[config.mk]
export PLATFORM = sky130hd
export DESIGN_NAME = status_frame_generator
export DESIGN_NICKNAME = d
export VERILOG_FILES = /design/src/rtl/sfg_pkg.sv /design/src/rtl/sfg_fifo.sv /design/src/rtl/status_frame_generator.sv
export VERILOG_INCLUDE_DIRS = /design/src /design/src/rtl
export SDC_FILE = /design/constraint.sdc
export NUM_CORES = 1
export LEC_CHECK = 0
export BUFFER_PORTS_ARGS = -buffer_cell sky130_fd_sc_hd__buf_2
export CAP_MARGIN = 20
export CORE_MARGIN = 8
export CORE_UTILIZATION = 40
export CTS_BUF_LIST = sky130_fd_sc_hd__clkbuf_16
export DETAILED_ROUTE_END_ITERATION = 7
export GPL_TIMING_DRIVEN = 1
export HOLD_SLACK_MARGIN = 0.03
export MAX_ROUTING_LAYER = met4
export PLACE_DENSITY = 0.57
export SYNTH_ARGS = -nofsm -noshare
export SYNTH_HDL_FRONTEND = slang
export SYNTH_SLANG_ARGS = --single-unit
[constraint.sdc]
create_clock -name clk -period 3.1 [get_ports clk]
set_input_delay 0.62 -clock clk [delete_from_list [all_inputs] [get_ports clk]]
set_output_delay 0.62 -clock clk [all_outputs]
set_load 0.02 [all_outputs]
[src/rtl/sfg_defines.svh]
// constants for the status frame generator
`ifndef SFG_DEFINES_SVH
`define SFG_DEFINES_SVH
`define SFG_DELIM          8'h7e
`define SFG_TYPE_RESULT    8'h89
`define SFG_TYPE_COND      8'h8a
`define SFG_TYPE_COMPAT    8'h8b
`define SFG_REQ_COMPAT_A   8'h10
`define SFG_REQ_COMPAT_B   8'h11
`define SFG_LEN_RESULT     8'h03
`define SFG_LEN_COND       8'h02
`define SFG_LEN_COMPAT     8'h07
`define SFG_FILL5          8'hff
`define SFG_FILL6          8'hfe
`define SFG_FILL7          8'h00
`define SFG_FILL9          8'h00
`define SFG_CS_BASE        8'hff
`define SFG_ST_OK          8'h00
`define SFG_ST_PURGED      8'h03
`define SFG_ST_PHY         8'h04
`define SFG_ST_ACK_TMO     8'h21
`define SFG_ST_RESOURCE    8'h32
`define SFG_ST_TOO_LONG    8'h74
`define SFG_ST_SOCK_FAIL   8'h76
`define SFG_ST_NO_TCP      8'h77
`define SFG_ST_UDP_PORT    8'h78
`define SFG_CND_RESET      8'h00
`define SFG_CND_WATCHDOG   8'h01
`define SFG_CND_JOINED     8'h02
`define SFG_CND_UNJOINED   8'h03
`define SFG_CND_MGMT_UP    8'h0e
`define SFG_CND_MGMT_DOWN  8'h0f
`endif

[src/rtl/sfg_pkg.sv]
// types for the status frame generator
package sfg_pkg;
    typedef enum logic [3:0] {
        SFG_IDLE = 4'b0001,
        SFG_HEAD = 4'b0010,
        SFG_BODY = 4'b0100,
        SFG_SUM  = 4'b1000
    } sfg_state_type;
    // outcome of a transmit attempt, mapped to a code by the framer
    typedef enum logic [3:0] {
        SFG_RES_OK, SFG_RES_PURGED, SFG_RES_PHY, SFG_RES_ACK_TMO,
        SFG_RES_RESOURCE, SFG_RES_TOO_LONG, SFG_RES_SOCK_FAIL,
        SFG_RES_NO_TCP, SFG_RES_UDP_PORT
    } sfg_result_type;
    typedef enum logic [2:0] {
        SFG_EV_RESET, SFG_EV_WATCHDOG, SFG_EV_JOINED, SFG_EV_UNJOINED,
        SFG_EV_MGMT_UP, SFG_EV_MGMT_DOWN
    } sfg_cond_type;
endpackage : sfg_pkg

[src/rtl/sfg_fifo.sv]
// small valid/ready fifo for frame bytes
module sfg_fifo #(
    parameter int WIDTH = 8,
    parameter int DEPTH = 4
) (
    input  wire logic             clk,
    input  wire logic             sys_rst,
    input  wire logic [WIDTH-1:0] inData,
    input  wire logic             inValid,
    output logic                  inReady,
    output logic [WIDTH-1:0]      outData,
    output logic                  outValid,
    input  wire logic             outReady
);
    localparam int AW = (DEPTH > 1) ? $clog2(DEPTH) : 1;
    // pointer arithmetic needs a power-of-two depth
    if (DEPTH < 2 || (DEPTH & (DEPTH - 1)) != 0 ||
        WIDTH < 1) begin : g_badParam
        $error("sfg_fifo: depth must be a power of two >= 2");
    end
    logic [WIDTH-1:0] mem [DEPTH];
    logic [AW:0]      wrPtr_reg;
    logic [AW:0]      wrPtr_next;
    logic [AW:0]      rdPtr_reg;
    logic [AW:0]      rdPtr_next;
    logic             doWr;
    logic             doRd;
    always_comb begin
        inReady    = (wrPtr_reg - rdPtr_reg) != (AW + 1)'(DEPTH);
        outValid   = wrPtr_reg != rdPtr_reg;
        outData    = mem[rdPtr_reg[AW-1:0]];
        doWr       = inValid && inReady;
        doRd       = outValid && outReady;
        wrPtr_next = wrPtr_reg + (AW + 1)'(doWr);
        rdPtr_next = rdPtr_reg + (AW + 1)'(doRd);
    end
    always_ff @(posedge clk or posedge sys_rst) begin
        if (sys_rst) begin
            wrPtr_reg <= '0;
            rdPtr_reg <= '0;
        end else begin
            wrPtr_reg <= wrPtr_next;
            rdPtr_reg <= rdPtr_next;
        end
    end
    always_ff @(posedge clk) begin
        if (doWr) begin
            mem[wrPtr_reg[AW-1:0]] <= inData;
        end
    end
endmodule : sfg_fifo

[src/rtl/status_frame_generator.sv]
// status frame generator: result, condition and compatibility frames
`include "sfg_defines.svh"
module status_frame_generator (
    input  wire logic                    clk,
    input  wire logic                    sys_rst,
    input  wire logic                    resultValid,
    output logic                         resultReady,
    input  wire logic [7:0]              requestTag,
    input  wire logic [7:0]              requestType,
    input  wire sfg_pkg::sfg_result_type resultKind,
    input  wire logic                    condValid,
    output logic                         condReady,
    input  wire sfg_pkg::sfg_cond_type   condKind,
    output logic [7:0]                   frameData,
    output logic                         frameValid,
    input  wire logic                    frameReady,
    output logic                         frameLast
);
    import sfg_pkg::*;

    // ----------------------------------------------------------------
    // code mapping
    // ----------------------------------------------------------------
    function automatic logic [7:0] resultCode(sfg_result_type k);
        unique case (k)
            SFG_RES_OK:        return `SFG_ST_OK;
            SFG_RES_PURGED:    return `SFG_ST_PURGED;
            SFG_RES_PHY:       return `SFG_ST_PHY;
            SFG_RES_ACK_TMO:   return `SFG_ST_ACK_TMO;
            SFG_RES_RESOURCE:  return `SFG_ST_RESOURCE;
            SFG_RES_TOO_LONG:  return `SFG_ST_TOO_LONG;
            SFG_RES_SOCK_FAIL: return `SFG_ST_SOCK_FAIL;
            SFG_RES_NO_TCP:    return `SFG_ST_NO_TCP;
            SFG_RES_UDP_PORT:  return `SFG_ST_UDP_PORT;
            default:           return `SFG_ST_PHY;
        endcase
    endfunction : resultCode

    function automatic logic [7:0] condCode(sfg_cond_type k);
        unique case (k)
            SFG_EV_RESET:     return `SFG_CND_RESET;
            SFG_EV_WATCHDOG:  return `SFG_CND_WATCHDOG;
            SFG_EV_JOINED:    return `SFG_CND_JOINED;
            SFG_EV_UNJOINED:  return `SFG_CND_UNJOINED;
            SFG_EV_MGMT_UP:   return `SFG_CND_MGMT_UP;
            SFG_EV_MGMT_DOWN: return `SFG_CND_MGMT_DOWN;
            default:          return `SFG_CND_RESET;
        endcase
    endfunction : condCode

    // ----------------------------------------------------------------
    // framer state
    // ----------------------------------------------------------------
    sfg_state_type state_reg;
    sfg_state_type state_next;
    logic [7:0]    body_reg [7];
    logic [7:0]    body_next [7];
    logic [2:0]    bodyLen_reg;
    logic [2:0]    bodyLen_next;
    logic [2:0]    idx_reg;
    logic [2:0]    idx_next;
    logic [7:0]    sum_reg;
    logic [7:0]    sum_next;
    logic          bootPend_reg;
    logic          bootPend_next;
    logic          resReady_reg;
    logic          resReady_next;
    logic          cndReady_reg;
    logic          cndReady_next;
    logic [7:0]    pushData;
    logic          pushValid;
    logic          pushReady;
    logic          pushLast;
    logic          isCompat;
    logic [7:0]    rCode;

    always_comb begin
        state_next    = state_reg;
        body_next     = body_reg;
        bodyLen_next  = bodyLen_reg;
        idx_next      = idx_reg;
        sum_next      = sum_reg;
        bootPend_next = bootPend_reg;
        resReady_next = 1'b0;
        cndReady_next = 1'b0;
        pushData      = 8'h00;
        pushValid     = 1'b0;
        pushLast      = 1'b0;
        isCompat      = (requestType == `SFG_REQ_COMPAT_A) ||
                        (requestType == `SFG_REQ_COMPAT_B);
        rCode         = resultCode(resultKind);
        unique case (state_reg)
            SFG_IDLE: begin
                idx_next = 3'd0;
                sum_next = 8'h00;
                if (bootPend_reg) begin
                    // power-up condition report first
                    bootPend_next = 1'b0;
                    body_next[0]  = `SFG_TYPE_COND;
                    body_next[1]  = `SFG_CND_RESET;
                    bodyLen_next  = 3'(`SFG_LEN_COND);
                    state_next    = SFG_HEAD;
                end else if (condValid && !cndReady_reg) begin
                    cndReady_next = 1'b1;
                    body_next[0]  = `SFG_TYPE_COND;
                    body_next[1]  = condCode(condKind);
                    bodyLen_next  = 3'(`SFG_LEN_COND);
                    state_next    = SFG_HEAD;
                end else if (resultValid && !resReady_reg) begin
                    resReady_next = 1'b1;
                    if (requestTag != 8'h00) begin
                        state_next = SFG_HEAD;
                        if (isCompat && rCode != `SFG_ST_NO_TCP &&
                            rCode != `SFG_ST_UDP_PORT) begin
                            body_next[0] = `SFG_TYPE_COMPAT;
                            body_next[1] = requestTag;
                            body_next[2] = `SFG_FILL5;
                            body_next[3] = `SFG_FILL6;
                            body_next[4] = `SFG_FILL7;
                            body_next[5] = rCode;
                            body_next[6] = `SFG_FILL9;
                            bodyLen_next = 3'(`SFG_LEN_COMPAT);
                        end else begin
                            body_next[0] = `SFG_TYPE_RESULT;
                            body_next[1] = requestTag;
                            body_next[2] = rCode;
                            bodyLen_next = 3'(`SFG_LEN_RESULT);
                        end
                    end
                end
            end
            SFG_HEAD: begin
                // delimiter, then length msb, then length lsb
                unique case (idx_reg)
                    3'd0:    pushData = `SFG_DELIM;
                    3'd1:    pushData = 8'h00;
                    default: pushData = {5'h00, bodyLen_reg};
                endcase
                pushValid = 1'b1;
                if (pushReady) begin
                    idx_next = idx_reg + 3'd1;
                    if (idx_reg == 3'd2) begin
                        idx_next   = 3'd0;
                        state_next = SFG_BODY;
                    end
                end
            end
            SFG_BODY: begin
                pushData  = body_reg[idx_reg];
                pushValid = 1'b1;
                if (pushReady) begin
                    sum_next = sum_reg + body_reg[idx_reg];
                    idx_next = idx_reg + 3'd1;
                    if (idx_reg == bodyLen_reg - 3'd1) begin
                        state_next = SFG_SUM;
                    end
                end
            end
            SFG_SUM: begin
                pushData  = `SFG_CS_BASE - sum_reg;
                pushValid = 1'b1;
                pushLast  = 1'b1;
                if (pushReady) begin
                    state_next = SFG_IDLE;
                end
            end
        endcase
    end

    always_ff @(posedge clk or posedge sys_rst) begin
        if (sys_rst) begin
            state_reg    <= SFG_IDLE;
            bodyLen_reg  <= 3'd0;
            idx_reg      <= 3'd0;
            sum_reg      <= 8'h00;
            bootPend_reg <= 1'b1;
            resReady_reg <= 1'b0;
            cndReady_reg <= 1'b0;
            for (int i = 0; i < 7; i++) begin
                body_reg[i] <= 8'h00;
            end
        end else begin
            state_reg    <= state_next;
            body_reg     <= body_next;
            bodyLen_reg  <= bodyLen_next;
            idx_reg      <= idx_next;
            sum_reg      <= sum_next;
            bootPend_reg <= bootPend_next;
            resReady_reg <= resReady_next;
            cndReady_reg <= cndReady_next;
        end
    end

    assign resultReady = resReady_reg;
    assign condReady   = cndReady_reg;

    // ----------------------------------------------------------------
    // output buffer: byte plus last flag
    // ----------------------------------------------------------------
    logic [8:0] fifoOut;
    logic       fifoValid;
    logic       takeOut;
    logic [7:0] outData_reg;
    logic       outValid_reg;
    logic       outLast_reg;
    logic [7:0] outData_next;
    logic       outValid_next;
    logic       outLast_next;

    sfg_fifo #(.WIDTH(9), .DEPTH(4)) u_fifo (
        .clk      (clk),
        .sys_rst  (sys_rst),
        .inData   ({pushLast, pushData}),
        .inValid  (pushValid),
        .inReady  (pushReady),
        .outData  (fifoOut),
        .outValid (fifoValid),
        .outReady (takeOut)
    );

    always_comb begin
        takeOut       = !outValid_reg || frameReady;
        outData_next  = outData_reg;
        outValid_next = outValid_reg;
        outLast_next  = outLast_reg;
        if (takeOut) begin
            outData_next  = fifoOut[7:0];
            outValid_next = fifoValid;
            outLast_next  = fifoOut[8] && fifoValid;
        end
    end

    always_ff @(posedge clk or posedge sys_rst) begin
        if (sys_rst) begin
            outData_reg  <= 8'h00;
            outValid_reg <= 1'b0;
            outLast_reg  <= 1'b0;
        end else begin
            outData_reg  <= outData_next;
            outValid_reg <= outValid_next;
            outLast_reg  <= outLast_next;
        end
    end

    assign frameData  = outData_reg;
    assign frameValid = outValid_reg;
    assign frameLast  = outLast_reg;
endmodule : status_frame_generator
==> impl_results.md, run 1 <==
* Run status: completed
* Ys async rst share at 0.640
* Antenna viol nets, final at 0
* Post-route fraction of the period consumed by the critical path at 0.879
* Sequential cell area at around 2700 sq um
* Final Critical Period at 2.72 ns
* Hold Slack at 0.454 ns
* Post-synth top cells: dfrtp_1, nand2_1, edfxtp_1
* Number of fill cells in the layout at roughly 1200
* Post-Syn Area at 5040 sq um
* Antenna Cells at 0
* Via-to-Cell Ratio at around 5.1
* Post-synth top flop: dfrtp_1
* Mean Syn Cell Area at between 10 and 15 sq um
* Worst hold-check path type: input port to asynchronous set/reset pin
* Clk Latency, worst-skew pair at about 0.34 ns
* Static leakage at around 2.6 nW
* Fmax at 367 MHz
* CTS Root Cell: clkbuf_16
* Die area at between 15000 and 20000 sq um
* IO buf count at 38
* Power share of the combinational group at 0.410
* CP Max Fanout at 3
* Total track usage at 0.138
* Largest stage delay on the critical path at ~0.41 ns
* Max reg flops at 36
* Max-Cap Viols at 0
* Buf/Inv on CP at 2
* Cts repair resizes at 0
* Int Pwr at around 3.7 mW
* First-pass GRT wire length at between 15 and 20 mm
* Most numerous cell in the Yosys netlist: dfrtp_1
* WS Path Type: flop to flop
* # nets final at ~520
* CTS tree: built
* EDFF count, synth at 36
* Final wirelength at approximately 10 mm
* Total gr overflow at 0
* PnR worst setup slack at ~0.38 ns
* Setup violations, final at 0
* Clock sinks at 100
* Yosys top cell by area: dfrtp_1
* Largest net degree at the start of global routing at 42
* Sw Share at 0.369
* Clk_skew at approximately 0.0053 ns
* Worst slew margin at 0.416
* Synth cell types at just under 60
* DRC at 0
* #FFs+latches synth at 100
* CTS Buf Count at 9
* CTS Buffer Depth at 2
* CP startpoint kind: flop
* Final Max Slew Viols at 0
* Total chip power at slightly below 6 mW
* Initial DRC Count at about 160
* Rows at 41
* Core box area at around 12000 sq um
* Chip width at 128 microns
* Flop pwr share at 0.399
* P&R area growth vs syn at 14.4%
* Cells after Synth at 431
* Multi-input gate area at around 2200 sq um
* Drt pass-1 iters at 4
* Htree depth at 3
* Clock share of power at 0.192
* RSZ-0062 raised after global routing: false
* Switching pwr at 2.19 mW
* WP data arrival at 3.00 ns
* # hold bufs at CTS at 0
* CP Cell Sequence: mux4_2 -> inv_1 -> o21ai_0 -> ha_1 -> a21o_1 -> a21oi_1 -> o31ai_1 -> buf_4 -> o32a_1 -> nand3_1
* DP Wirelength at approximately 7.6 mm
* Delay-heaviest family, CP: compound AO/OA/AOI/OAI gates
* Fraction of layout cells with a size suffix above 1 at 0.213
* Io pins at 40
* Setup crit end kind: flop
* Postcts setup bufs at 0
* Die Span Y at approximately 130 microns
* Setup TNS at 0 ns
* CP required at roughly 3.4 ns
* Vias in the first global route at 3493
* Yosys warns at 0
* DR vias at ~3300
* Routability cong. at approximately 0.82
* Top cells by area, synth: dfrtp_1, edfxtp_1, mux4_2
* Hold Violations, Final at 0
* Syn nets at approximately 480
* Peak VDD IR at about 0.39 mV
* Slowest CP cell: dfrtp_1
* Initial antenna violation count at 0
* Wire per inst at about 15 microns
* Top-area cell type share of the netlist area at 0.308
* Worst slew pin tran at between 0.8 and 0.9 ns
* Starting Density at 0.404
* Pre-CTS WS at ~0.40 ns
* Pwr/cell area at about 1000 nW/um^2
* Sequential fraction of the synthesis area at 0.533
* Clock-pin slew on the worst setup and hold paths at 0.07 ns
==> path summary, 6_finish.rpt <==
check                                               from                       endpoint  slack (ns)  depth (start not counted)
worst min-delay path                             sys_rst  u_fifo.wrPtr_reg[2]$_DFF_PP0_        0.45                          2
min in group clk                frameData[1]$_DFFE_PP0N_       frameData[1]$_DFFE_PP0N_        0.46                          2
worst min register to register  frameData[1]$_DFFE_PP0N_       frameData[1]$_DFFE_PP0N_        0.46                          2
worst max-delay path              idx_reg[0]$_DFFE_PP0P_         sum_reg[7]$_DFFE_PP0P_        0.38                         10
max in group asynchronous                        sys_rst         sum_reg[5]$_DFFE_PP0P_        1.91                          3
worst max register to register    idx_reg[0]$_DFFE_PP0P_         sum_reg[7]$_DFFE_PP0P_        0.38                         10
==> per-layer routing <==
layer	global-route usage	vias up	share of wire
li1	-	1666	-
met1	0.159	1587	0.46
met2	0.231	46	0.49
met3	0.0300	14	0.033
met4	0.0524	0	0.015
met5	-	-	0
==> through the flow <==
step                       util  cells  instance area [sq um]
after floorplan               -    431                   5040
after global placement    0.439    636                   5470
after detailed placement  0.439    636                   5470
after CTS                 0.463    652                   5770
after global routing      0.463    652                   5770
final                     0.463    652                   5770
==> layout make-up <==
class	count	share of cell area
tap	172	0.0373
inverter	17	0.0111
sequential	100	0.466
clock buffer	9	0.0390
clock inverter	7	0.0126
timing repair buffer	53	0.0525
multi-input combinational	294	0.382
==> worst reg2reg max path, delay by kind of cell, from the launching register on <==
kind,cells,cell delay (ns)
and+or+nand+nor,1,0.08
adders and majority gates,1,0.33
DFF,1,0.41
buffers and inverters,2,0.18
muxes,1,0.35
AOI/OAI and AO/OA,5,1.30
==> layout by cell type, fill, tap and decap left out, types with 3 or more instances in the layout <==
cell type  Yosys  final
nand4_1        3      3
nand2b_1       5      5
and3_1         3      3
ha_1          19     19
a22o_1         5      5
xor2_1         9      9
mux2_4         6      6
o22a_1         6      6
nor3_1         8      8
mux2_2         3      3
clkbuf_16      0      9
inv_6          0      3
buf_2          2     38
a21oi_1       20     20
mux2i_1        4      4
o21a_1         4      4
and2_1         3      3
o2bb2ai_1      4      4
a21o_1         9      9
mux4_2        12     12
nand2_1       59     59
dfrtp_1       62     62
nor4_1         3      3
edfxtp_1      36     36
o31ai_1        3      3
nor2b_1       14     14
o21ai_0       26     26
nor4b_1        4      3
inv_1         17     16
a31oi_1        3      3
xnor2_1        5      5
nor2_1        10     10
buf_4          1     15
nand3_1       15     15
==> kinds of logic after synthesis <==
family,after synthesis,synth area share
and+or+nand+nor,138,0.144
DFF,100,0.533
AOI/OAI and AO/OA,95,0.124
buffers and inverters,37,0.0318
muxes,25,0.0861
adders and majority gates,21,0.0531
xor gates and xnor gates,15,0.0288
==> power groups by stage <==
stage          clock [mW]  sequential [mW]  combinational [mW]
4_1_cts              1.16             2.37                2.46
2_1_floorplan           0             2.32                1.85
3_5_place_dp            0             2.40                2.45
3_3_place_gp            0             2.37                2.40
5_1_grt              1.21             2.43                2.76
6_report             1.13             2.36                2.42
(Power assumes the default switching activity.)
==> inputs of run 2 (changes only) <==
- MAX_ROUTING_LAYER: met4 -> default
- PLACE_DENSITY: 0.57 -> 0.59
- clock period: 3.1 -> 2.3 ns (I/O delays scaled with it)
==> run 2 against run 1 <==
The run now ends with setup timing left. Worst hold slack got worse by 0.37 ns. Worst setup slack got worse by 0.52 ns. Sequential share of layout area shrank 3.4 points. Register-to-register slack worse by 0.52 ns. First-iteration DRC count shrank 15%. Critical path depth did not move. Die area unchanged. Global-route usage up 0.51 points. Cell count is 6.9% higher. Wire length up 7.8%. Critical path type unchanged. Critical endpoint unchanged.
==> impl_results.md, run 2 (synthesis gave the netlist of run 1 again) <==
* Run status: finished, violations left
* Failing checks: setup timing
* CTS Buf Count at 9
* Hold Violations, Final at 0
* Initial DRC Count at between 100 and 150
* CTS Buffer Depth at 2
* Total track usage at 0.143
* First-pass GRT wire length at 18.5 mm
* Reg2reg setup slack at -0.15 ns
* Worst slew pin tran at roughly 0.57 ns
* Most Crowded Layer GR: met2
* # nets final at ~570
* Max reg flops at 36
* R2r startpoint: idx_reg[1]$_DFFE_PP0P_
* Max-Cap Viols at 0
* Total gr overflow at 0
* Die Span Y at ~130 microns
* CP required at approximately 2.6 ns
* Starting Density at 0.404
* Number of fill cells in the layout at 1135
* Worst R2R Path Depth at 10
* Most frequent cells in the layout: dfrtp_1, nand2_1, buf_4
* IO buf count at 38
* CP Max Fanout at 6
* CTS tree: built
* Fmax at between 400 and 500 MHz
* Final Max Slew Viols at 0
* P&R area growth vs syn at 23.4%
* DRC at 0
* Total chip power at ~8.6 mW
* Peak VDD IR at ~0.44 mV
* CTS Root Cell: clkbuf_16
* Met1 GRT Util at 0.164
* Fraction of layout cells with a size suffix above 1 at 0.318
* Switching pwr at between 3 and 4 mW
* DR vias at between 3000 and 4000
* Power share of the combinational group at 0.468
* Wire per inst at 15.6 microns
* Sw Share at 0.371
* Antenna Cells at 0
* Largest net degree at the start of global routing at 48
* PnR worst setup slack at -0.146 ns
* Drt pass-1 iters at 4
* # hold bufs at CTS at 0
* Die area at between 15000 and 20000 sq um
* Non-filler instance count after layout at roughly 700
* Initial antenna violation count at 0
* Antenna viol nets, final at 0
* Multi-input gate area at approximately 2300 sq um
* Final Util at 0.499
* Clock share of power at 0.169
* Pwr/cell area at 1370 nW/um^2
* Via-to-Cell Ratio at 5.14
* Setup crit end kind: flop
* Met2 usage at 0.252
* Vias in the first global route at 3866
* CP startpoint kind: flop
* Clk Latency, worst-skew pair at approximately 0.35 ns
* WP data arrival at between 2 and 3 ns
* Io pins at 40
* Core box area at 12500 sq um
* R2R Path End: sum_reg[7]$_DFFE_PP0P_
* Worst slew margin at 0.620
* DP Wirelength at 8.05 mm
* RSZ-0062 raised after global routing: true
* Commonest non-fill, non-tap cell in the layout: dfrtp_1
* Static leakage at between 2 and 3 nW
* Int Pwr at ~5.4 mW
* Htree depth at 3
* Clock sinks at 100
* WS Path Type: flop to flop
* Sequential cell area at between 2000 and 3000 sq um
* Clock-pin slew on the worst setup and hold paths at approximately 0.07 ns
* Post-route fraction of the period consumed by the critical path at 1.06
* Worst hold-check path type: input port to asynchronous set/reset pin
* Clk_skew at 0.00644 ns
* Placed cells at roughly 680
* GR Layer Usage met3 at 0.0341
* Chip width at approximately 130 microns
* Setup violations, final at 3
* Flop pwr share at 0.362
* Final wirelength at around 11 mm
* Routability cong. at roughly 0.84
* Final Critical Period at approximately 2.4 ns
* Rows at 41
==> run 2: cell count changes in the layout (fill, tap and decap cells not counted), sizes merged <==
cell / before / now
clkbuf: 9 / 10
buf: 53 / 97
bufinv: 1 / 0
inv: 20 / 19
clkinv: 3 / 4
clkinvlp: 0 / 1
==> run 2: power groups by stage <==
| stage | Clock (mW) | Sequential, mW | Combinational [mW] |
|---|---|---|---|
| 2_1_floorplan | 0 | 3.13 | 2.54 |
| 3_3_place_gp | 0 | 3.09 | 3.74 |
| 3_5_place_dp | 0 | 3.13 | 3.88 |
| 4_1_cts | 1.48 | 3.10 | 3.97 |
| 5_1_grt | 1.55 | 3.19 | 4.51 |
| 6_report | 1.45 | 3.10 | 4.01 |
==> run 2: layout make-up <==
| cell class | instances | share of cell area |
|---|---|---|
| flip-flops and latches | 100 | 0.432 |
| repair buffers | 98 | 0.105 |
| inverters | 17 | 0.0103 |
| clock inverters | 7 | 0.0101 |
| well taps | 172 | 0.0346 |
| clock buffers | 9 | 0.0362 |
| multi-input cells | 294 | 0.372 |
==> run 2: metrics by stage <==
| stage | hold slack (ns) | area [sq um] | worst slack, ns | setup TNS [ns] |
|---|---|---|---|---|
| after floorplan | 0.443 | 5080 | -0.173 | -3.25 |
| after global placement | 0.444 | 5790 | -0.187 | -0.355 |
| after detailed placement | 0.450 | 5790 | -0.254 | -0.617 |
| after CTS | 0.0929 | 6130 | -0.151 | -0.261 |
| after global routing | 0.107 | 6220 | -0.255 | -0.683 |
| final | 0.0881 | 6220 | -0.146 | -0.222 |
==> run 2: worst max path at each step <==
stage / cells after the start / startpoint / to / slack, ns
2_1_floorplan: 7 / u_fifo.rdPtr_reg[1]$_DFF_PP0_ / u_fifo.mem[0][0]$_DFFE_PP_ / -0.17
6_report: 10 / idx_reg[1]$_DFFE_PP0P_ / sum_reg[7]$_DFFE_PP0P_ / -0.15
3_3_place_gp: 10 / idx_reg[0]$_DFFE_PP0P_ / sum_reg[7]$_DFFE_PP0P_ / -0.19
5_1_grt: 10 / idx_reg[1]$_DFFE_PP0P_ / sum_reg[7]$_DFFE_PP0P_ / -0.26
4_1_cts: 9 / idx_reg[0]$_DFFE_PP0P_ / sum_reg[7]$_DFFE_PP0P_ / -0.15
3_5_place_dp: 10 / idx_reg[0]$_DFFE_PP0P_ / sum_reg[7]$_DFFE_PP0P_ / -0.25
==> run 2: per-layer routing <==
layer  up-vias  share of wire
met5         -              0
met2        67           0.51
met1      1743           0.44
met4         0          0.017
li1       1754              -
met3        18          0.037
==> run 2: critical path: stages, from the launching register on <==
cell       delay (ns)
dfrtp_1          0.43
buf_4            0.18
nor2b_2          0.14
and2_4           0.19
o2bb2ai_1        0.11
o21a_1           0.23
ha_4             0.16
nand2_1          0.09
o31ai_4          0.29
or4b_1           0.48
nand3_1          0.08
==> run 2: what timing repair did <==
| action | in CTS | in global routing |
|---|---|---|
| pin swaps | 5 | 8 |
| endpoints found under the setup margin | 4 | 18 |
| buffers inserted | 1 | 5 |
| gates resized for setup | 13 | 11 |
==> inputs of run 3 (changes only) <==
- CORE_ASPECT_RATIO: default -> 2
==> run 3 against run 2 <==
The flow still finishes with violations (setup timing). Critical endpoint unchanged. Critical path depth is the same. Die area rose by 1.3%. Cell area up 1.3%. First-iteration DRC count up 67%. Sequential cell count unchanged. Clock skew rose by 0.0035 ns. Combinational power rose by 7.0%. Count of clock-buffer cells in the layout unchanged. Highest routed layer unchanged. Sequential share of layout area decreased by 0.55 points. Maximum frequency is 1.4% lower.
==> impl_results.md, run 3 (synthesis gave the netlist of run 1 again) <==
* Run status: finished, violations left
* Failing checks: setup timing
* Post-placement cell area at 5820 sq um
* Chip width at ~95 microns
* Starting Density at 0.406
* Min-Delay Path Depth at 2
* CTS Buf Count at 9
* Worst hold-check path type: input port to flop
* Final Util at 0.508
* Post-route fraction of the period consumed by the critical path at 1.08
* Final instance area at 6300 sq um
* WS Path Type: flop to flop
* Number of fill cells in the layout at approximately 1100
* Clk Latency, worst-skew pair at about 0.35 ns
* Sequential cell area at around 2700 sq um
* Final Max Slew Viols at 0
* Total gr overflow at 0
* Initial DRC Count at between 200 and 250
* Hold Violations, Final at 0
* Multi-input gate area at roughly 2400 sq um
* Wire per inst at ~17 microns
* CTS tree: built
* Final Critical Period at around 2.5 ns
* WP data arrival at around 2.8 ns
* Total chip power at 8.88 mW
* Htree depth at 3
* CTS Root Cell: clkbuf_16
* Setup crit end kind: flop
* Max reg flops at 36
* DRC at 0
* Clock-pin slew on the worst setup and hold paths at approximately 0.08 ns
* PnR worst setup slack at -0.180 ns
* Initial antenna violation count at 0
* Die Span Y at roughly 170 microns
* Most frequent cells in the layout: buf_4, dfrtp_1, nand2_1
* IO buf count at 38
* Pwr/cell area at between 1000 and 1500 nW/um^2
* Peak VDD IR at ~0.79 mV
* Setup TNS at -0.264 ns
* DP Wirelength at ~8.4 mm
* DR vias at between 3000 and 4000
* Worst slew pin tran at 0.609 ns
* Total track usage at 0.146
* Max-Cap Viols at 0
* Static leakage at approximately 2.8 nW
* Commonest non-fill, non-tap cell in the layout: buf_4
* First-pass GRT wire length at ~19 mm
* CP Max Fanout at 4
* Fraction of layout cells with a size suffix above 1 at 0.343
* Setup violations, final at 2
* Io pins at 40
* Worst slew margin at 0.593
* Clock sinks at 100
* Largest net degree at the start of global routing at 38
* Fmax at around 400 MHz
* Drt pass-1 iters at 4
* CP startpoint kind: flop
* P&R area growth vs syn at 25.0%
* Antenna Cells at 0
* Core box area at between 10000 and 15000 sq um
* Antenna viol nets, final at 0
* Rows at 58
* Routability cong. at around 0.82
* Die area at about 17000 sq um
* RSZ-0062 raised after global routing: true
* # nets final at 573
* Via-to-Cell Ratio at around 5.3
* Final wirelength at around 11 mm
* Worst R2R Path Depth at 10
* Clk_skew at 0.00994 ns
* CP required at about 2.6 ns
* CTS Buffer Depth at 2
* Vias in the first global route at around 4000
[run 3: cell types whose count changed in the layout (fill, tap and decap cells not counted), sizes merged]
cell / previous run / this run
dlygate4sd3: 0 / 1
clkinvlp: 1 / 2
clkbuf: 10 / 9
buf: 97 / 102
inv: 19 / 21
clkinv: 4 / 1
[run 3: final timing paths]
path	from	to	slack (ns)
worst max-delay path	idx_reg[0]$_DFFE_PP0P_	sum_reg[7]$_DFFE_PP0P_	-0.18
worst min-delay path	requestTag[4]	body_reg[44]$_DFFE_PP0P_	0.35
worst max register to register	idx_reg[0]$_DFFE_PP0P_	sum_reg[7]$_DFFE_PP0P_	-0.18
worst min register to register	frameData[1]$_DFFE_PP0N_	frameData[1]$_DFFE_PP0N_	0.47
max in group asynchronous	sys_rst	sum_reg[0]$_DFFE_PP0P_	1.16
min in group asynchronous	sys_rst	frameData[1]$_DFFE_PP0N_	0.57
[run 3: worst max-delay path, stage by stage (launching register included)]
cell       delay [ns]
dfrtp_2          0.44
buf_4            0.14
nor2b_2          0.15
and2_4           0.17
o2bb2ai_1        0.12
o21a_1           0.16
ha_4             0.31
nand2_4          0.06
o31ai_4          0.28
or4b_4           0.50
nand3_2          0.08
[run 3: repair_timing]
action,4_1_cts,5_1_grt
endpoints found under the setup margin,4,5
buffers inserted,1,2
hold buffers,1,0
pin swaps,3,9
endpoints found under the hold margin,7,0
resized for setup,11,21
[run 3: metal layers]
metal  wire length [microns]  vias up  track usage
li1                        -     1761            -
met1                    4980     1787        0.174
met2                    6000       36        0.260
met3                     256        9       0.0228
met4                     127        0       0.0368
met5                       0        -            0
[run 3: layout make-up]
| type | instances | share of cell area |
|---|---|---|
| tap | 150 | 0.0298 |
| multi-input combinational | 294 | 0.377 |
| clock buffer | 9 | 0.0357 |
| timing repair buffer | 103 | 0.111 |
| clock inverter | 7 | 0.0105 |
| sequential | 100 | 0.426 |
| inverter | 17 | 0.0101 |
[run 3: through the flow]
step	setup slack (ns)	instances	hold WS, ns
finish	-0.180	680	0.355
detailed placement	-0.228	660	0.395
global placement	-0.151	660	0.388
CTS	-0.173	678	0.349
floorplan	-0.173	431	0.443
global route	-0.273	680	0.358
[run 3: report_power, final]
part,leakage (nW),internal (mW),switching [mW],total [mW]
logic,1.55,2.02,2.27,4.29
clock network,0.138,0.763,0.723,1.49
registers,1.14,2.75,0.355,3.11
total,2.83,5.53,3.35,8.88
